<file path="config.mk">
export PLATFORM = sky130hd
export DESIGN_NAME = sse_exec
export DESIGN_NICKNAME = d
export VERILOG_FILES = /design/src/include/sse_pkg.sv /design/src/hw/sse_exec.sv
export VERILOG_INCLUDE_DIRS = /design/src /design/src/include
export SDC_FILE = /design/constraint.sdc
export NUM_CORES = 1
export LEC_CHECK = 0
export ABC_AREA = 1
export BUFFER_PORTS_ARGS = -buffer_cell sky130_fd_sc_hd__buf_2
export CAP_MARGIN = 5
export CORE_MARGIN = 2
export CORE_UTILIZATION = 42
export CTS_CLUSTER_DIAMETER = 150
export DETAILED_ROUTE_END_ITERATION = 7
export PLACE_DENSITY = 0.72
export SLEW_MARGIN = 20
export SYNTH_ARGS = -nofsm -noshare
export SYNTH_HDL_FRONTEND = slang
export SYNTH_SLANG_ARGS = --single-unit
</file>
<file path="constraint.sdc">
create_clock -name i_core_clk -period 2.4 [get_ports i_core_clk]
set_clock_uncertainty 0.05 [all_clocks]
set_input_delay 0.36 -clock i_core_clk [delete_from_list [all_inputs] [get_ports i_core_clk]]
set_output_delay 0.36 -clock i_core_clk [all_outputs]
set_load 0.1 [all_outputs]
</file>
<file path="src/include/sse_defines.svh">
// constants for the shift, subtract and store execution block
`ifndef SSE_DEFINES_SVH
`define SSE_DEFINES_SVH

// -----------------------------------------------------------------------------
// opcode and function codes
// -----------------------------------------------------------------------------
`define SSE_OP_REG_FORMAT   6'h00
`define SSE_OP_STORE_WORD   6'h2B
`define SSE_OP_STORE_UPPER  6'h2A
`define SSE_OP_STORE_LOWER  6'h2E
`define SSE_FN_SHR_IMM      6'h02
`define SSE_FN_SHR_VAR      6'h06
`define SSE_FN_SUB_TRAP     6'h22
`define SSE_FN_SUB_WRAP     6'h23

// -----------------------------------------------------------------------------
// instruction field positions
// -----------------------------------------------------------------------------
`define SSE_OPC_HI          31
`define SSE_OPC_LO          26
`define SSE_SRCA_HI         25
`define SSE_SRCA_LO         21
`define SSE_SRCB_HI         20
`define SSE_SRCB_LO         16
`define SSE_DST_HI          15
`define SSE_DST_LO          11
`define SSE_SHAMT_HI        10
`define SSE_SHAMT_LO        6
`define SSE_FN_HI           5
`define SSE_FN_LO           0
`define SSE_OFFS_HI         15
`define SSE_OFFS_LO         0

// -----------------------------------------------------------------------------
// store size codes: bytes minus one
// -----------------------------------------------------------------------------
`define SSE_SIZE_WORD       2'h3

`endif

</file>
<file path="src/include/sse_pkg.sv">
// types shared by the shift, subtract and store execution block
package sse_pkg;

	typedef enum logic [2:0]
	{
		SSE_EXC_NONE     = 3'h0,
		SSE_EXC_OVERFLOW = 3'h1,
		SSE_EXC_ADDR     = 3'h3
	} sse_exc_t;

	typedef struct packed
	{
		logic        wr_en;
		logic [4:0]  wr_idx;
		logic [31:0] wr_data;
		logic        st_en;
		logic [31:0] st_virt_addr;
		logic [1:0]  st_pa_low;
		logic        st_pa_low_force;
		logic [31:0] st_data;
		logic [1:0]  st_size;
		logic [3:0]  st_byte_en;
		logic        exc_valid;
		sse_exc_t    exc_code;
		logic        busy;
	} sse_state_t;

endpackage

</file>
<file path="src/hw/sse_exec.sv">
// execution unit for logical right shift, subtract and word stores
//
// How it works
// - immediate right shift moves the second source right by shift field, zero fill.
// - function 000110 shifts right by only low five bits of first source.
// - trapping subtract flags overflow when bits 32 and 31 of 33-bit result differ.
// - on overflow no register write, integer overflow exception raised.
// - without overflow the 32-bit difference is written to destination.
// - wrapping subtract writes modulo difference and never traps.
// - full word store address is base plus sign-extended offset, writes whole register.
// - full word store with low address bits nonzero raises address error, no write.
// - full word store reports only translation faults and address error.
// - upper part store writes top one to four bytes toward word boundary.
// - lower part store writes bottom one to four bytes of the register.
// - bytes written depend on low address bits and processor byte order.
// - upper store index is address xor order; data is upper bytes, size is index.
// - physical low bits xor order flip; forced zero when memory order is little.
// - upper part store never faults for misalignment.
// - lower and upper part stores together cover all four bytes of the word.
// - lower store shifts register up by eight times index; size is word minus index.
`timescale 1ns/1ps
`default_nettype none
`include "sse_defines.svh"

module sse_exec
	import sse_pkg::*;
(
	input  wire logic        i_core_clk,
	input  wire logic        i_rst,
	input  wire logic        i_issue_valid,
	input  wire logic [31:0] i_instr,
	input  wire logic [31:0] i_src_a,
	input  wire logic [31:0] i_src_b,
	input  wire logic        i_cpu_big_order,
	input  wire logic        i_user_order_flip,
	input  wire logic        i_mem_big_order,
	input  wire logic        i_mem_ready,
	output logic             o_issue_ready,
	output logic             o_wr_en,
	output logic [4:0]       o_wr_idx,
	output logic [31:0]      o_wr_data,
	output logic             o_st_valid,
	output logic [31:0]      o_st_virt_addr,
	output logic [1:0]       o_st_pa_low,
	output logic             o_st_pa_low_force,
	output logic [31:0]      o_st_data,
	output logic [1:0]       o_st_size,
	output logic [3:0]       o_st_byte_en,
	output logic             o_exc_valid,
	output sse_exc_t         o_exc_code
);

	// -------------------------------------------------------------------------
	// helpers
	// -------------------------------------------------------------------------
	// lane mask of size+1 bytes starting at memory lane base, upward
	function automatic logic [3:0] lane_mask(input logic [1:0] base, input logic [1:0] size);
		logic [3:0] run;
		run = 4'h0;
		unique case (size)
			2'h0: run = 4'h1;
			2'h1: run = 4'h3;
			2'h2: run = 4'h7;
			2'h3: run = 4'hF;
		endcase
		lane_mask = 4'((run << base) & 4'hF);
	endfunction

	sse_state_t q;
	sse_state_t next_q;

	logic [5:0]  opc;
	logic [5:0]  fn;
	logic [31:0] virt_addr;
	logic [32:0] diff_wide;
	logic [1:0]  byte_idx;
	logic        overflow;
	logic        accept;

	assign opc       = i_instr[`SSE_OPC_HI:`SSE_OPC_LO];
	assign fn        = i_instr[`SSE_FN_HI:`SSE_FN_LO];
	assign virt_addr     = i_src_a + {{16{i_instr[`SSE_OFFS_HI]}}, i_instr[`SSE_OFFS_HI:`SSE_OFFS_LO]};
	assign diff_wide = {i_src_a[31], i_src_a} - {i_src_b[31], i_src_b};
	assign overflow  = diff_wide[32] ^ diff_wide[31];
	assign byte_idx  = virt_addr[1:0] ^ {2{i_cpu_big_order}};
	// a pending store holds the unit until memory takes it
	assign accept        = i_issue_valid && !(q.busy && !i_mem_ready);
	assign o_issue_ready = !(q.busy && !i_mem_ready);

	// -------------------------------------------------------------------------
	// next state
	// -------------------------------------------------------------------------
	always_comb
	begin
		next_q           = q;
		next_q.wr_en     = 1'b0;
		next_q.exc_valid = 1'b0;
		next_q.exc_code  = SSE_EXC_NONE;
		if (q.busy && i_mem_ready)
		begin
			next_q.busy  = 1'b0;
			next_q.st_en = 1'b0;
		end
		if (accept)
		begin
			next_q.wr_idx = i_instr[`SSE_DST_HI:`SSE_DST_LO];
			if (opc == `SSE_OP_REG_FORMAT)
			begin
				unique case (fn)
					`SSE_FN_SHR_IMM:
					begin
						next_q.wr_en   = 1'b1;
						next_q.wr_data = i_src_b >> i_instr[`SSE_SHAMT_HI:`SSE_SHAMT_LO];
					end
					`SSE_FN_SHR_VAR:
					begin
						next_q.wr_en   = 1'b1;
						next_q.wr_data = i_src_b >> i_src_a[4:0];
					end
					`SSE_FN_SUB_TRAP:
					begin
						// destination left alone on overflow
						next_q.wr_en     = !overflow;
						next_q.wr_data   = diff_wide[31:0];
						next_q.exc_valid = overflow;
						next_q.exc_code  = overflow ? SSE_EXC_OVERFLOW : SSE_EXC_NONE;
					end
					`SSE_FN_SUB_WRAP:
					begin
						next_q.wr_en   = 1'b1;
						next_q.wr_data = i_src_a - i_src_b;
					end
					default:
					begin
						next_q.wr_en = 1'b0;
					end
				endcase
			end
			else if (opc == `SSE_OP_STORE_WORD)
			begin
				next_q.st_virt_addr        = virt_addr;
				next_q.st_pa_low       = 2'h0;
				next_q.st_pa_low_force = 1'b0;
				next_q.st_data         = i_src_b;
				next_q.st_size         = `SSE_SIZE_WORD;
				next_q.st_byte_en      = 4'hF;
				if (virt_addr[1:0] != 2'h0)
				begin
					// translation faults come from the memory side; only this is ours
					next_q.exc_valid = 1'b1;
					next_q.exc_code  = SSE_EXC_ADDR;
				end
				else
				begin
					next_q.st_en = 1'b1;
					next_q.busy  = 1'b1;
				end
			end
			else if (opc == `SSE_OP_STORE_UPPER || opc == `SSE_OP_STORE_LOWER)
			begin
				// no alignment check for partial stores
				next_q.st_en           = 1'b1;
				next_q.busy            = 1'b1;
				next_q.st_virt_addr        = virt_addr;
				next_q.st_pa_low       = {2{i_user_order_flip}};
				next_q.st_pa_low_force = !i_mem_big_order;
				if (opc == `SSE_OP_STORE_UPPER)
				begin
					next_q.st_data    = i_src_b >> (5'd24 - {byte_idx, 3'h0});
					next_q.st_size    = byte_idx;
					// data sits in the low lanes of the aligned word
					next_q.st_byte_en = lane_mask(2'h0, byte_idx);
				end
				else
				begin
					next_q.st_data    = i_src_b << {byte_idx, 3'h0};
					next_q.st_size    = 2'(`SSE_SIZE_WORD - byte_idx);
					next_q.st_byte_en = lane_mask(byte_idx, 2'(`SSE_SIZE_WORD - byte_idx));
				end
			end
		end
		if (i_rst)
		begin
			next_q = '0;
		end
	end

	always_ff @(posedge i_core_clk)
	begin
		q <= next_q;
	end

	// -------------------------------------------------------------------------
	// outputs
	// -------------------------------------------------------------------------
	assign o_wr_en           = q.wr_en;
	assign o_wr_idx          = q.wr_idx;
	assign o_wr_data         = q.wr_data;
	assign o_st_valid        = q.st_en;
	assign o_st_virt_addr        = q.st_virt_addr;
	assign o_st_pa_low       = q.st_pa_low;
	assign o_st_pa_low_force = q.st_pa_low_force;
	assign o_st_data         = q.st_data;
	assign o_st_size         = q.st_size;
	assign o_st_byte_en      = q.st_byte_en;
	assign o_exc_valid       = q.exc_valid;
	assign o_exc_code        = q.exc_code;

endmodule

`default_nettype wire

</file>
==> reports/results.ini <==
[status]
status = finished clean

[sta]
period_share = 0.935
hold_violations = 0
relSlewSlack = 0.650
finalCriticalPeriod_ns = 2.24
fmax_mhz = 445
worst_pin_slew_ns = 0.529
rsz0062_at_grt = false
setup_violations = 0
whs_ns = 0.145
slew_viol_final = 0
setup_ws_ns = 0.155

[final_layout]
final_util = 0.529
seq_area_sq_um = 2280
area_growth_pct = 24.9
drive_gt1_frac = 0.227
fillCellCount = 3020
multi_input_comb_area_sq_um = 7890
stdcell_count = 2735
nets = 2505

[clocking]
h-tree-depth = 4
cts_root_buffer = clkbuf_16
cts_tree = yes
cts_sinks = 114
clk_latency_ns = 0.44
clk_pin_slew_ns = 0.06
clockBufferDepth = 2
cts_buffers = 17

[floorplan]
die-area_sq_um = 30200
die_h_microns = 174
initial_core_util = 0.424
die_w_microns = 174
core_sq_um = 28500
rows = 62
boundaryPins = 220

[placement]
place_ws_ns = -0.238
portBuffers = 208
dpl.cell_count = 2702
place.gp.congestion = 1.03
place_hpwl_microns = 41000

[setup_path]
crit_fanout = 40
end_kind = flip-flop
slowest_delay_ns = 0.41
path_cells = nand2_2 -> nand2_1 -> inv_1 -> nand2_1 -> a21oi_4 -> buf_4 -> o21ai_0 -> inv_1 -> nand2_1 -> a21oi_1 -> nor2_1
crit_arrival_ns = 2.51
cp_common_cell = nand2_1
criticalPathCategory = reg -> reg
crit_slowest_cell = buf_4
critPathLaunchType = flip-flop
crit_required_ns = 2.67

[synth]
seq_area_frac_synth = 0.189
synth.most_common_cell = nand2_1
synth_top_area_frac = 0.189
yosysWarnings = 0
syn-cell-area_sq_um = 12100
synthFlopType = dfxtp_1
ys_top_cells_by_area = dfxtp_1 (19%), nand2_1 (15%), nand3_1 (11%)
synth_top_area_cell = dfxtp_1
synth_fp_nets = 2217
async_reset_ff_frac = 0
synth_cell_types = 48
syn_avg_cell_area_sq_um = 5.90
synth_edf_count = 0
ys_top_cells_by_count = nand2_1 (480), nand3_1 (272), o21ai_0 (188)
syn_inst = 2049
synth_seq_cells = 114

[route]
wire_per_inst_microns = 18.6
drc = 0
firstDrtPassIters = 6
viasPerCell = 5.59
routed_wl_microns = 50900
vias = 15300
ant_nets = 0
drtIter0Drc = 1745

[grt]
grt_util_all_layers = 0.334
first_global_vias = 14200
antenna_found_initial = 1
grt_pass1_wl_microns = 78800
grt_max_degree = 64
grt_remaining_overflow = 0

[pwr]
power_mw = 7.66
powerDensity_nw_per_um2 = 507
power.leakage_nw = 7.82
ir_worst_vdd_uv = 377

[worst_hold_path]
min_path_type = in -> reg

[flow_run]
maxCapViolations = 0

[path summary, 6_finish.rpt]
check        cells past startpoint        endpoint  slack [ns]              start
max reg2reg                     11    o_wr_data[8]        0.16               q[0]
min reg2reg                      2    o_st_size[1]        0.41       o_st_size[1]
max                             11    o_wr_data[8]        0.16               q[0]
min                              3  o_st_pa_low[0]        0.15  i_user_order_flip
[routing by layer]
layer	share of wire	GRT usage
met1	0.42	0.435
met2	0.45	0.552
met3	0.076	0.0469
met4	0.047	0.145
met5	0.00026	0
[state kept, by name (all words and copies together) (netlist names), 2 cells and up]
name / count
o_st_byte_en: 4
o_wr_data: 32
o_st_data: 32
o_wr_idx: 5
o_st_size: 2
o_exc_code: 2
o_st_virt_addr: 32
[cells in the final DEF (no fill, tap or decap), types with 3 or more instances in the layout]
cell and count:
a21boi_0 3, a21o_1 10, a21oi_1 186, a31oi_1 17, a32o_1 5, buf_12 11, buf_2 208, buf_4 249
bufinv_16 3, clkbuf_16 17, clkinv_4 3, dfxtp_1 114, ha_1 63, inv_1 182, inv_2 4, inv_6 3
nand2_1 479, nand2_2 6, nand3_1 272, nand3b_1 12, nand4_1 24, nor2_1 179, nor2_2 3, nor3_1 13
nor4_1 4, o2111ai_1 5, o211ai_1 7, o21a_1 9, o21ai_0 187, o21ai_1 6, o21ai_2 3, o21bai_1 8
or2_2 7, xnor2_1 15, xor2_1 5
[where the power goes]
part | leakage (nW) | internal, mW | switching [mW]
Combinational | 6.61 | 1.12 | 1.86
Clock | 0.293 | 1.65 | 1.10
Sequential | 0.921 | 1.92 | 0.0153
Total | 7.82 | 4.69 | 2.97
[timing repair]
item,CTS,global route
endpoints found under the setup margin,0,6
hold buffers,0,0
buffers inserted,0,0
resized for setup,0,3
[area by class of cell]
type	count	share of cell area
sequential	114	0.151
inverter	188	0.0467
timing repair buffer	468	0.207
antenna	1	0.000166
multi-input combinational	1548	0.523
clock buffer	18	0.0284
tap	384	0.0318
clock inverter	14	0.0118
[stage by stage]
| step | TNS [ns] | instance area (sq um) |
|---|---|---|
| floorplan | 0 | 12100 |
| global placement | -4.58 | 14500 |
| detailed placement | -6.25 | 14500 |
| CTS | 0 | 15100 |
| global route | 0 | 15100 |
| finish | 0 | 15100 |
[worst max-delay path, delay by kind of cell, from the launching register on]
kind                   cells  cell delay, ns
and+or+nand+nor            5            0.43
AOI/OAI and AO/OA          3            0.67
DFF                        1            0.32
buffers and inverters      3            0.65
[kinds of logic after synthesis]
kind of cell | synth area share
AOI/OAI and AO/OA | 0.202
xor gates and xnor gates | 0.0159
adders and majority gates | 0.0685
buffers and inverters | 0.163
DFF | 0.189
other | 0.000310
and+or+nand+nor | 0.361
(Power assumes the default switching activity.)
